--- config.mk ---
export PLATFORM = sky130hd
export DESIGN_NAME = cssi_top
export DESIGN_NICKNAME = d
export VERILOG_FILES = /design/src/design/cssi_pkg.sv /design/src/design/cssi_top.sv
export SDC_FILE = /design/constraint.sdc
export NUM_CORES = 2
export LEC_CHECK = 0
export ABC_AREA = 1
export BUFFER_PORTS_ARGS = -buffer_cell sky130_fd_sc_hd__buf_4
export CAP_MARGIN = 15
export CORE_AREA = 2 2 280 282
export CTS_BUF_LIST = sky130_fd_sc_hd__clkbuf_8
export CTS_CLUSTER_SIZE = 10
export DETAILED_ROUTE_END_ITERATION = 10
export DIE_AREA = 0 0 282 284
export PLACE_DENSITY = 0.65
export SYNTH_ARGS = -nofsm -noshare
export SYNTH_HDL_FRONTEND = slang
export SYNTH_SLANG_ARGS = --single-unit
--- constraint.sdc ---
create_clock -name clk -period 58.3 [get_ports clk]
set_input_delay 5.83 -clock clk [delete_from_list [all_inputs] [get_ports clk]]
set_output_delay 5.83 -clock clk [all_outputs]
set_load 0.1 [all_outputs]
--- src/design/cssi_pkg.sv ---
// Purpose: Constants for the config and status serial interface
// Assumes: 250 MHz core clock, byte-wide register map
// Notes: Offsets are register-address bytes on the serial port
// Contract
// - Serial port is slave only, 100k/400k
// - Pulses under 50 ns on bus ignored
// - Answer only address 10101 plus strap bits
// - Three-level strap sets low address bits
// - Data changes only while clock low
// - Bytes eight bits, MSB first, then ack
// - Writes to read-only bits ignored
// - Power-up load from ROM or EEPROM
// - EEPROM rewrite limited, ROM never rewritten
// - Differential loss by swing thresholds
// - Single-ended loss by amplitude or slew
// - Loss sets flag and drives status
// - Slip count over limit flags lock loss
// - Status codes 0 to 7 mapping
// - Status codes 8 to 15 mapping
// - Status pins as divided clock outputs
// - Status clock muted on lock loss
// - Register selects slow status edges
// - Register address then auto-increment
package cssi_pkg;
  localparam int         GLITCH_NS        = 50;
  localparam int         CLK_MHZ          = 250;
  localparam int         GLITCH_CYC       = (GLITCH_NS * CLK_MHZ + 999) / 1000;
  localparam int         BOOT_CYC         = 3;
  localparam int         REG_AW           = 6;
  localparam int         REG_DEPTH        = 64;
  localparam logic [7:0] REG_RESET        = 8'h00;
  localparam logic [4:0] ADDR_HI          = 5'h15;
  localparam logic [7:0] REG_FLAGS        = 8'h0d;
  localparam logic [7:0] REG_STAT_POL     = 8'h0f;
  localparam logic [7:0] REG_STAT_MUTE    = 8'h17;
  localparam logic [7:0] REG_LOSCFG       = 8'h19;
  localparam logic [7:0] REG_STAT_SEL0    = 8'h1b;
  localparam logic [7:0] REG_STAT_SEL1    = 8'h1c;
  localparam logic [7:0] REG_SLEW         = 8'h31;
  localparam logic [7:0] REG_SLIP_LIM     = 8'h32;
  localparam logic [7:0] REG_CLK_CFG      = 8'h33;
  localparam logic [7:0] REG_CLK_DIV0     = 8'h34;
  localparam logic [7:0] REG_CLK_DIV1     = 8'h35;
  localparam logic [7:0] REG_EE_CMD       = 8'h36;
  localparam logic [7:0] REG_EE_COUNT     = 8'h37;
  localparam int         LOS_PRI_THR_LSB  = 0;
  localparam int         LOS_SEC_THR_LSB  = 2;
  localparam int         LOS_PRI_SLEW_LSB = 4;
  localparam int         LOS_SEC_SLEW_LSB = 6;
  localparam int         CLK_LOOP_LSB     = 2;
  localparam logic [7:0] EE_MAX           = 8'h64;
endpackage

--- src/design/cssi_top.sv ---
// Purpose: Serial config port, loss detect, lock detect, status pins
// Assumes: Bus pins and monitor inputs are asynchronous to clk
// Notes: Register map is a small flop array behind the serial slave
`timescale 1ns/10ps
`default_nettype none
module cssi_top #(
  parameter int SLIP_W = 8,
  parameter int AUX_W  = 12
) (
  input  wire logic              clk,
  input  wire logic              rst,
  input  wire logic              scl,
  input  wire logic              sdaIn,
  output logic                   sdaOut,
  output logic                   sdaOe,
  input  wire logic              powerdownPinN,
  input  wire logic              configSourceSelectPin,
  input  wire logic              softPinMode,
  input  wire logic [1:0]        addressStrapPin,
  input  wire logic              primaryReferenceSwingLow,
  input  wire logic              secondaryReferenceSwingLow,
  input  wire logic [1:0]        primaryReferenceSlew,
  input  wire logic [1:0]        secondaryReferenceSlew,
  input  wire logic              primaryReferenceSingleEnded,
  input  wire logic              secondaryReferenceSingleEnded,
  input  wire logic [1:0]        loopSlipToggle,
  input  wire logic [AUX_W-1:0]  auxVitals,
  input  wire logic [7:0]        romData,
  input  wire logic [7:0]        eepromData,
  output logic [5:0]             loadAddr,
  output logic                   loadActive,
  output logic                   eepromProgram,
  output logic [1:0]             statusPin,
  output logic [1:0]             statusSlowEdge,
  output logic [1:0]             primaryThreshold,
  output logic [1:0]             secondaryThreshold
);
  typedef enum logic [5:0] {
    S_IDLE = 6'h01,
    S_ADDR = 6'h02,
    S_ACK  = 6'h04,
    S_WR   = 6'h08,
    S_RD   = 6'h10,
    S_RACK = 6'h20
  } cssi_state_t;

  localparam int         EXT_W      = 15 + AUX_W;
  localparam logic [3:0] GLITCH_CNT = 4'(cssi_pkg::GLITCH_CYC);
  localparam logic [1:0] BOOT_CNT   = 2'(cssi_pkg::BOOT_CYC);

  // Strap comparator pair to low address bits, illegal code reads low
  function automatic logic [1:0] strapLow(input logic [1:0] code);
    strapLow = (code == 2'h2) ? 2'h0 : code;
  endfunction

  // Slow-slew hit on rising and/or falling edges per mode field
  function automatic logic slewHit(input logic [1:0] slow, input logic [1:0] mode);
    slewHit = |(slow & mode);
  endfunction

  // Map address writable: inside array and not read-only
  function automatic logic isWritable(input logic [7:0] a);
    isWritable = (a < 8'(cssi_pkg::REG_DEPTH)) && (a != cssi_pkg::REG_FLAGS)
                 && (a != cssi_pkg::REG_EE_COUNT);
  endfunction

  logic [1:0]        busS1;
  logic [1:0]        busS2;
  logic [1:0]        busF;
  logic [1:0]        busP;
  logic [3:0]        fCnt [2];
  logic [EXT_W-1:0]  extS1;
  logic [EXT_W-1:0]  extS2;
  logic [1:0]        bootCnt;
  logic              booted;
  logic              srcEeprom;
  logic [1:0]        slaveLow;
  logic [7:0]        regs [cssi_pkg::REG_DEPTH];
  cssi_state_t       st;
  logic [2:0]        bitCnt;
  logic [7:0]        shReg;
  logic              byteFull;
  logic              isRead;
  logic              gotPtr;
  logic              addrPhase;
  logic [7:0]        ptr;
  logic              wrStb;
  logic [7:0]        wrAddr;
  logic [7:0]        wrData;
  logic              flagRdClr;
  logic [7:0]        rdByte;
  logic [3:0]        flags;
  logic [1:0]        slipP;
  logic [SLIP_W-1:0] slipCnt [2];
  logic [7:0]        eeCount;
  logic [7:0]        clkCnt [2];
  logic [1:0]        clkPh;
  logic              sclRise;
  logic              sclFall;
  logic              startEv;
  logic              stopEv;
  logic              pdnOk;
  logic              cfgSel;
  logic              softMode;
  logic [1:0]        strap;
  logic              priSwing;
  logic              secSwing;
  logic [1:0]        priSlew;
  logic [1:0]        secSlew;
  logic              priSe;
  logic              secSe;
  logic [1:0]        slipTog;
  logic [AUX_W-1:0]  aux;
  logic              losPri;
  logic              losSec;
  logic [1:0]        slipEv;
  logic [1:0]        lolSet;
  logic [15:0]       vitals;
  logic [3:0]        selArr [2];
  logic [7:0]        divArr [2];
  logic [7:0]        losCfg;
  logic [7:0]        clkCfg;

  ////////////////////////////////////////////////////////////////////
  // Two-flop synchronisers for every pin-side input
  always_ff @(posedge clk or posedge rst)
    if (rst)
    begin
      busS1 <= 2'h3;
      busS2 <= 2'h3;
      extS1 <= '0;
      extS2 <= '0;
    end
    else
    begin
      busS1 <= {sdaIn, scl};
      busS2 <= busS1;
      extS1 <= {powerdownPinN, configSourceSelectPin, softPinMode, addressStrapPin,
                primaryReferenceSwingLow, secondaryReferenceSwingLow,
                primaryReferenceSlew, secondaryReferenceSlew,
                primaryReferenceSingleEnded, secondaryReferenceSingleEnded,
                loopSlipToggle, auxVitals};
      extS2 <= extS1;
    end

  // Unpack synchronised inputs
  assign {pdnOk, cfgSel, softMode, strap, priSwing, secSwing, priSlew, secSlew,
          priSe, secSe, slipTog, aux} = extS2;

  // Glitch filter: a level must hold GLITCH_CYC cycles to pass
  always_ff @(posedge clk or posedge rst)
    if (rst)
    begin
      busF <= 2'h3;
      busP <= 2'h3;
      fCnt <= '{4'h0, 4'h0};
    end
    else
    begin
      busP <= busF;
      for (int i = 0; i < 2; i++)
        if (busS2[i] == busF[i])
          fCnt[i] <= 4'h0;
        else if (fCnt[i] == GLITCH_CNT - 4'h1)
        begin
          busF[i] <= busS2[i];
          fCnt[i] <= 4'h0;
        end
        else
          fCnt[i] <= fCnt[i] + 4'h1;
    end

  // Bus events on filtered lines, bit 0 clock, bit 1 data
  assign sclRise = busF[0] & ~busP[0];
  assign sclFall = ~busF[0] & busP[0];
  assign startEv = busF[0] & busP[0] & busP[1] & ~busF[1];
  assign stopEv  = busF[0] & busP[0] & ~busP[1] & busF[1];

  ////////////////////////////////////////////////////////////////////
  // Boot: settle, catch straps, then copy image into the map
  always_ff @(posedge clk or posedge rst)
    if (rst)
    begin
      bootCnt <= 2'h0;
      booted <= 1'b0;
      srcEeprom <= 1'b0;
      slaveLow <= 2'h0;
      loadActive <= 1'b0;
      loadAddr <= 6'h00;
    end
    else if (!booted)
    begin
      if (bootCnt == BOOT_CNT)
      begin
        booted <= 1'b1;
        loadActive <= 1'b1;
        srcEeprom <= cfgSel;
        slaveLow <= softMode ? strapLow(strap) : 2'h0;
      end
      else
        bootCnt <= bootCnt + 2'h1;
    end
    else if (loadActive)
    begin
      loadAddr <= loadAddr + 6'h01;
      loadActive <= (loadAddr != 6'h3f);
    end

  // Register array: boot image first, then host writes
  always_ff @(posedge clk or posedge rst)
    if (rst)
    begin
      for (int i = 0; i < cssi_pkg::REG_DEPTH; i++)
        regs[i] <= cssi_pkg::REG_RESET;
    end
    else if (loadActive)
      regs[loadAddr] <= srcEeprom ? eepromData : romData;
    else if (wrStb && isWritable(wrAddr))
      regs[wrAddr[cssi_pkg::REG_AW-1:0]] <= wrData;

  // Read mux, read-only state comes from live flops
  always_comb
  begin
    rdByte = 8'h00;
    if (ptr == cssi_pkg::REG_FLAGS)
      rdByte = {4'h0, flags};
    else if (ptr == cssi_pkg::REG_EE_COUNT)
      rdByte = eeCount;
    else if (ptr < 8'(cssi_pkg::REG_DEPTH))
      rdByte = regs[ptr[cssi_pkg::REG_AW-1:0]];
  end

  ////////////////////////////////////////////////////////////////////
  // Serial slave: address, pointer, data bytes with ack
  always_ff @(posedge clk or posedge rst)
    if (rst)
    begin
      st <= S_IDLE;
      bitCnt <= 3'h0;
      shReg <= 8'h00;
      byteFull <= 1'b0;
      isRead <= 1'b0;
      gotPtr <= 1'b0;
      addrPhase <= 1'b0;
      ptr <= 8'h00;
      sdaOe <= 1'b0;
      wrStb <= 1'b0;
      wrAddr <= 8'h00;
      wrData <= 8'h00;
      flagRdClr <= 1'b0;
    end
    else
    begin
      wrStb <= 1'b0;
      flagRdClr <= 1'b0;
      if (stopEv || !pdnOk)
      begin
        st <= S_IDLE;
        sdaOe <= 1'b0;
      end
      else if (startEv)
      begin
        st <= S_ADDR;
        bitCnt <= 3'h0;
        byteFull <= 1'b0;
        gotPtr <= 1'b0;
        sdaOe <= 1'b0;
      end
      else
        unique case (st)
          S_IDLE:
            sdaOe <= 1'b0;
          S_ADDR, S_WR:
            if (sclRise)
            begin
              shReg <= {shReg[6:0], busF[1]};
              bitCnt <= bitCnt + 3'h1;
              byteFull <= (bitCnt == 3'h7);
            end
            else if (sclFall && byteFull)
            begin
              byteFull <= 1'b0;
              addrPhase <= (st == S_ADDR);
              if (st == S_ADDR)
              begin
                if (shReg[7:1] == {cssi_pkg::ADDR_HI, slaveLow} && !loadActive)
                begin
                  st <= S_ACK;
                  sdaOe <= 1'b1;
                  isRead <= shReg[0];
                end
                else
                  st <= S_IDLE;
              end
              else
              begin
                st <= S_ACK;
                sdaOe <= 1'b1;
                if (!gotPtr)
                begin
                  ptr <= shReg;
                  gotPtr <= 1'b1;
                end
                else
                begin
                  wrStb <= 1'b1;
                  wrAddr <= ptr;
                  wrData <= shReg;
                  ptr <= ptr + 8'h01;
                end
              end
            end
          S_ACK:
            if (sclFall)
            begin
              bitCnt <= 3'h0;
              if (isRead)
              begin
                st <= S_RD;
                sdaOe <= ~rdByte[7];
                shReg <= {rdByte[6:0], 1'b0};
                bitCnt <= 3'h1;
                ptr <= ptr + 8'h01;
                flagRdClr <= (ptr == cssi_pkg::REG_FLAGS);
              end
              else
              begin
                st <= S_WR;
                sdaOe <= 1'b0;
              end
            end
          S_RD:
            if (sclFall)
            begin
              if (bitCnt == 3'h0)
              begin
                st <= S_RACK;
                sdaOe <= 1'b0;
              end
              else
              begin
                sdaOe <= ~shReg[7];
                shReg <= {shReg[6:0], 1'b0};
                bitCnt <= bitCnt + 3'h1;
              end
            end
          S_RACK:
            if (sclRise)
              st <= busF[1] ? S_IDLE : S_ACK;
        endcase
    end

  // Open-drain data line only ever pulls low
  always_ff @(posedge clk or posedge rst)
    if (rst)
      sdaOut <= 1'b0;
    else
      sdaOut <= 1'b0;

  ////////////////////////////////////////////////////////////////////
  // Loss of signal: swing always, slew only for single-ended
  assign losCfg = regs[cssi_pkg::REG_LOSCFG[5:0]];
  assign losPri = priSwing | (priSe & slewHit(priSlew,
                  losCfg[cssi_pkg::LOS_PRI_SLEW_LSB +: 2]));
  assign losSec = secSwing | (secSe & slewHit(secSlew,
                  losCfg[cssi_pkg::LOS_SEC_SLEW_LSB +: 2]));
  assign primaryThreshold = losCfg[cssi_pkg::LOS_PRI_THR_LSB +: 2];
  assign secondaryThreshold = losCfg[cssi_pkg::LOS_SEC_THR_LSB +: 2];

  // Slip events from toggles, count over limit flags loss of lock
  assign slipEv = slipTog ^ slipP;
  always_comb
  begin
    for (int i = 0; i < 2; i++)
      lolSet[i] = slipEv[i] && (slipCnt[i] >= regs[cssi_pkg::REG_SLIP_LIM[5:0]]);
  end

  always_ff @(posedge clk or posedge rst)
    if (rst)
    begin
      slipP <= 2'h0;
      slipCnt <= '{'0, '0};
    end
    else
    begin
      slipP <= slipTog;
      for (int i = 0; i < 2; i++)
        if (lolSet[i])
          slipCnt[i] <= '0;
        else if (slipEv[i])
          slipCnt[i] <= slipCnt[i] + 1'b1;
    end

  // Sticky flags, clear on readback, a new event wins
  always_ff @(posedge clk or posedge rst)
    if (rst)
      flags <= 4'h0;
    else
      flags <= (flags & ~{4{flagRdClr}}) | {lolSet, losSec, losPri};

  // EEPROM rewrite counter guards the program strobe
  always_ff @(posedge clk or posedge rst)
    if (rst)
    begin
      eeCount <= 8'h00;
      eepromProgram <= 1'b0;
    end
    else if (wrStb && wrAddr == cssi_pkg::REG_EE_CMD && wrData[0]
             && eeCount < cssi_pkg::EE_MAX)
    begin
      eepromProgram <= 1'b1;
      eeCount <= eeCount + 8'h01;
    end
    else
      eepromProgram <= 1'b0;

  ////////////////////////////////////////////////////////////////////
  // Vitals matrix, codes 0 to 15
  assign vitals = {aux[11:4], aux[3], aux[2], flags[3], aux[1], aux[0],
                   flags[2], losSec, losPri};
  assign selArr[0] = regs[cssi_pkg::REG_STAT_SEL0[5:0]][3:0];
  assign selArr[1] = regs[cssi_pkg::REG_STAT_SEL1[5:0]][3:0];
  assign divArr[0] = regs[cssi_pkg::REG_CLK_DIV0[5:0]];
  assign divArr[1] = regs[cssi_pkg::REG_CLK_DIV1[5:0]];
  assign clkCfg = regs[cssi_pkg::REG_CLK_CFG[5:0]];
  assign statusSlowEdge = regs[cssi_pkg::REG_SLEW[5:0]][1:0];

  // Status pins: event select or divided clock with mute
  always_ff @(posedge clk or posedge rst)
    if (rst)
    begin
      statusPin <= 2'h0;
      clkPh <= 2'h0;
      clkCnt <= '{8'h00, 8'h00};
    end
    else
      for (int i = 0; i < 2; i++)
      begin
        if (!clkCfg[i] || clkCnt[i] >= divArr[i])
        begin
          clkCnt[i] <= 8'h00;
          clkPh[i] <= clkCfg[i] & ~clkPh[i];
        end
        else
          clkCnt[i] <= clkCnt[i] + 8'h01;
        if (!clkCfg[i])
          statusPin[i] <= vitals[selArr[i]] ^ regs[cssi_pkg::REG_STAT_POL[5:0]][i];
        else if (regs[cssi_pkg::REG_STAT_MUTE[5:0]][i]
                 && flags[2 + 32'(clkCfg[cssi_pkg::CLK_LOOP_LSB + i])])
          statusPin[i] <= regs[cssi_pkg::REG_STAT_POL[5:0]][i];
        else
          statusPin[i] <= clkPh[i] ^ regs[cssi_pkg::REG_STAT_POL[5:0]][i];
      end
endmodule
`default_nettype wire

* After elaboration in Yosys (flattened, before gate mapping)
Index checks and enable logic that the tools add are counted.
** Storage, ports and cells
- Word-level logic and storage cells :: 375
- Output and inout bits :: 18
- Register bits after elaboration :: 693
- Input bits :: 47
** Cells by class
- Reductions and logical operators :: 51
- Equality and inequality tests :: 41
- Mux-type cells :: 110
- Order comparisons :: 16
- $add $sub $neg :: 13
- Bitwise logic cells :: 42
** Operators by type and width (count)
- 512-bit bitwise mux :: 2
- 512-bit two-way mux :: 2
- 8-bit two-way mux :: 25
- 8-bit demux with 6-bit select :: 2
- 6-bit two-way mux :: 9
- 8-bit by 1-bit adder with 8-bit output (second input constant) :: 6
- 8-bit binary-select mux with 6-bit select :: 1
- 1-bit two-way mux :: 46
- 8-bit >= comparator :: 4
- 8-bit by 7-bit < comparator with 1-bit output (second input constant) :: 3
- 4-bit != test (second input constant) :: 6
- 6-bit one-hot mux with 4 select lines :: 1
- 8-bit one-hot mux with 3 select lines :: 1
- 7-bit >= comparator (second input constant) :: 3
- 3-bit two-way mux :: 7
- 6-bit NOT with 7-bit output :: 3
- 7-bit AND reduction :: 3
- 2-bit != test (second input constant) :: 9
- 8-bit by 6-bit == test with 1-bit output (second input constant) :: 2
- 4-bit two-way mux :: 4
- 1-bit NOT :: 16
- 8-bit one-hot mux with 2 select lines :: 1
- 8-bit AND reduction :: 2
- 1-bit logical AND :: 14
- 52 further kinds :: 101

* Logic depth before layout (Yosys ltp)
- Word-level depth :: 13
- Gate-level depth with buffers :: 19
- Depth with buffers taken out :: 17

* Worst setup path after synthesis
No wires, ideal clock.
- Path kind :: input to register
- From :: in eepromData[4]
- To :: reg regs, in the netlist clkCfg[4]
- Setup time :: 0.131 ns
- Cell stages on the path :: 8
- Path slack :: 51.186 ns
- Arrival :: 6.983 ns
- Cells stage by stage :: mux2i_1 > nor2_1 > inv_1 > clkbuf_1 > buf_1 > o22ai_1 > nand2_1 > o21ai_0
** On the way
- Longest elaborated chain between the ends :: 3
** Ends and longest elaborated chain
- start: declaration :: line cssi_top.sv:29 : input wire logic [7:0] eepromData,
- 8-bit two-way mux :: line cssi_top.sv:217 : regs[loadAddr] <= srcEeprom ? eepromData : romData;
- 512-bit bitwise mux :: line cssi_top.sv:217
- 512-bit two-way mux :: line cssi_top.sv:216 : else if (loadActive)
- end signal: indexed assignment :: line cssi_top.sv:214 : regs[i] <= cssi_pkg::REG_RESET;
- end signal: indexed assignment :: line cssi_top.sv:217
- end signal: indexed assignment :: line cssi_top.sv:219 : regs[wrAddr[cssi_pkg::REG_AW-1:0]] <= wrData;
- end: declaration :: line cssi_top.sv:78 : logic [7:0] regs [cssi_pkg::REG_DEPTH];
Every way passes these cells.
A chain may end at the register's enable or synchronous reset.

==> metrics.md <==
| Metric | Value |
|---|---|
| Total power | 1.48 mW |
| Vias in the first global route | 34.7k |
| Reg2reg setup slack | 53.10 ns |
| Leakage | 18.6 nW |
| Final setup violation count | 0 |
| EDFF count, synth | 0 |
| Post-synthesis sequential area ratio | 0.453 |
| Crit start category | primary input |
| Slew HR | 0.205 |
| Distinct cells, synth | 60 |
| IO buf count | 63 |
| Worst Hold Class | flip-flop to flip-flop |
| Yosys reg bits | 693 |
| CTS H-tree depth | 3 |
| VDD IR max | 0.0000373 V |
| Crit-path max FO | 97 |
| Area of the multi-input gates | ~17,000 um^2 |
| Worst Path Arrival | about 9 ns |
| Post-CTS Setup Bufs | 0 |
| Die H | ~280 um |
| CTS Sinks | around 700 |
| Asr flop ratio synth | 1.00 |
| NumNets Final | between 5k and 6k |
| Avg WL per Cell | 24.4 um |
| Power share of the sequential group | 0.368 |
| Status | complete, no violations |
| CTS Root Cell | clkbuf_8 |
| Crit end category | asynchronous set/reset pin |
| First-pass GRT wire length | 221,000 um |
| Mapped cell area | 38,300 um^2 |
| Vias per cell | 6.10 |
| Die area | ~80,000 um^2 |
| Via count | 37.4k |
| Critical Path Start | rst |
| R2r worst-path depth | 19 |
| Num CTS Buffers | 119 |
| Die W | 282 um |
| CTS tree | built |
| Initial Utilization | 0.498 |
| Worst slew pin tran | 1.19 ns |
| Minimum clock period | roughly 8 ns |
| Int Power | between 0.8 and 0.9 mW |
| Critical path type | primary input to asynchronous set/reset pin |
| Starting DRT DRC Count | about 5k |
| Fmax | 121 MHz |
| I/O pin cnt | 65 |
| Final core utilization | 0.548 |
| CTS Hold Buffers Added | 0 |
| Avg Cell Area, Syn | 7.66 um^2 |
| Slew Viols, Final | 0 |
| Period utilisation layout | 0.141 |
| NetSw | about 0.58 mW |
| Placed Area | 39,500 um^2 |
| Syn_nets | 5,099 |
| TritonRoute pass-1 iters | 7 |
| Syn. warnings | 0 |
| Setup TNS | 0 ns |
| Share of cells above drive strength 1 | 0.0960 |
| Cells after Synth | 5,004 |
| Critical Path Sink | clkPh[1]$_DFFE_PP0N_ |
| Final WL | 150,000 um |
| Largest net degree at the start of global routing | 153 |
| Post-route ant nets | 0 |
| Drc violations | 0 |
| Clock Latency Late Sink | 0.78 ns |
| P&R area growth vs syn | 10.1% |
| Final Hold Viols | 0 |
| Final clock skew | slightly below 0.05 ns |
| Sw Share | 0.394 |
| Final hold slack | around 0.34 ns |
| Rows | 102 |
| Clock slew at reported path FFs | 0.06 ns |
| CP required | a little under 60 ns |
| MaxCap Viol Count | 0 |
| FF-to-FF End | sdaOe$_DFFE_PP0P_ |
| Post-route design area | 42,200 um^2 |
| GRT Resource Usage Total | 0.371 |
| Clk pwr share | 0.329 |
| Core region area | 77,000 um^2 |
| Post_cts resized | 0 |
| Cell Pwr Density | about 35 nW/um^2 |
| Sequential Area | 17,400 um^2 |
| RR Startpoint | ptr[0]$_DFFE_PP0P_ |
| Initial antenna violation count | 5 |
| Grt ovf | 0 |
| Ys flop type | dfrtp_1 |
| Final Wtd Congestion | 1.00 |
| Half-perimeter wire length after placement | roughly 93,000 um |
| Fillers | 7,370 |
| Gate power share | 0.302 |
| RSZ-0062 raised after global routing | no |
| Clock tree buffer depth | 3 |
-- cell usage after synthesis (7+ instances only) --
cell type  number  area [um^2]
o211ai_1      131          983
dfrtp_1       684        17100
nand2_1      1235         4640
nor2_2          8         50.1
o21ai_0       313         1570
xnor2_1         7         61.3
o22ai_1       346         2160
a21oi_1       257         1290
nor3_2          7         70.1
o32ai_2        10          163
a31oi_1        56          350
clkbuf_1      192          721
ha_1           48          601
nor3_1         31          155
buf_2          47          235
nand4_1        14         87.6
mux2_2         20          225
nand3_1        93          465
dfstp_2         9          236
buf_4          13         97.6
o22ai_2        14          175
inv_2          48          180
mux2_1         32          360
a221oi_1       45          394
inv_1         548         2060
clkinv_1       39          146
buf_1          17         63.8
nor3b_1         7         52.6
nor2_1        459         1720
o21ai_1       150          751
a22oi_1        45          338
xor2_1         22          193
-- metal layers --
metal	up-vias	global-route usage	share of wire
met2	2408	0.527	0.42
li1	16700	-	-
met3	644	0.115	0.13
met4	10	0.240	0.073
met1	17600	0.488	0.38
met5	-	0	0.00051
-- through the flow --
stage | std cells | setup slack (ns)
floorplan | 5004 | 33.05
global placement | 5898 | 49.21
detailed placement | 5898 | 49.21
CTS | 6119 | 50.00
global route | 6123 | 49.63
finish | 6126 | 50.06
-- placed cells by master, fill, tap and decap left out, types with 14 or more instances in the layout --
| cell | netlist | layout |
|---|---|---|
| mux2_2 | 20 | 20 |
| a221oi_1 | 45 | 45 |
| buf_4 | 13 | 123 |
| dfrtp_1 | 684 | 681 |
| mux2_1 | 32 | 32 |
| o21ai_1 | 150 | 150 |
| inv_1 | 548 | 571 |
| clkinv_2 | 0 | 14 |
| clkinv_1 | 39 | 31 |
| nand3_1 | 93 | 93 |
| o22ai_1 | 346 | 346 |
| ha_1 | 48 | 48 |
| xor2_1 | 22 | 22 |
| nand4_1 | 14 | 14 |
| nor2_1 | 459 | 447 |
| nor2_2 | 8 | 20 |
| a22oi_1 | 45 | 45 |
| nand2_1 | 1235 | 1235 |
| inv_2 | 48 | 64 |
| clkbuf_8 | 0 | 163 |
| a21oi_1 | 257 | 257 |
| o21ai_0 | 313 | 313 |
| a31oi_1 | 56 | 56 |
| o22ai_2 | 14 | 14 |
| nor3_1 | 31 | 31 |
| o211ai_1 | 131 | 131 |
-- kinds of logic (layout without fill, tap and decap cells) --
logic type | Yosys count | count (layout) | share of synthesized area
and+or+nand+nor | 1866 | 1866 | 0.191
AOI/OAI and AO/OA | 1407 | 1407 | 0.226
buffers and inverters | 906 | 983 | 0.0919
DFF | 693 | 693 | 0.453
muxes | 54 | 54 | 0.0158
adders and majority gates | 48 | 48 | 0.0157
xor gates and xnor gates | 29 | 29 | 0.00663
other | 1 | 6 | 0.0000978
-- layout make-up --
class,count,area share
Sequential cell,693,0.412
Clock inverter,58,0.00916
Antenna cell,5,0.000297
Timing Repair Buffer,127,0.0237
Inverter,635,0.0568
Multi-Input combinational cell,3405,0.414
Tap cell,1040,0.0308
Clock buffer,163,0.0532
-- state kept, by name (all words and copies together), names as in the netlist, 8 cells and up --
register,count
slipCnt,16
clkCnt,16
extS1,27
fCnt,8
wrData,8
divArr,16
extS2,27
eeCount,8
losCfg,8
wrAddr,8
regs,478
clkCfg,8
ptr,8
shReg,8
-- critical path, stage by stage --
cell and delay [ns]:
buf_4 0.13, inv_8 0.41, buf_4 0.74, buf_4 0.83, buf_4 0.81
-- power by group through the flow --
stage	Combinational (mW)	Sequential (mW)	Clock, mW
floorplan	0.278	0.540	0
global placement	0.423	0.551	0
detailed placement	0.424	0.552	0
CTS	0.425	0.543	0.489
global route	0.475	0.548	0.510
finish	0.447	0.545	0.487
-- worst min path at each step --
stage,cells past startpoint,startpoint,to
after floorplan,0,extS1[0]$_DFF_PP0_,extS2[0]$_DFF_PP0_
after global placement,0,extS1[8]$_DFF_PP0_,extS2[8]$_DFF_PP0_
after detailed placement,0,extS1[13]$_DFF_PP0_,extS2[13]$_DFF_PP0_
after CTS,0,extS1[25]$_DFF_PP0_,extS2[25]$_DFF_PP0_
after global routing,0,extS1[25]$_DFF_PP0_,extS2[25]$_DFF_PP0_
final,0,extS1[25]$_DFF_PP0_,extS2[25]$_DFF_PP0_
Power figures use the tool's default switching activity.
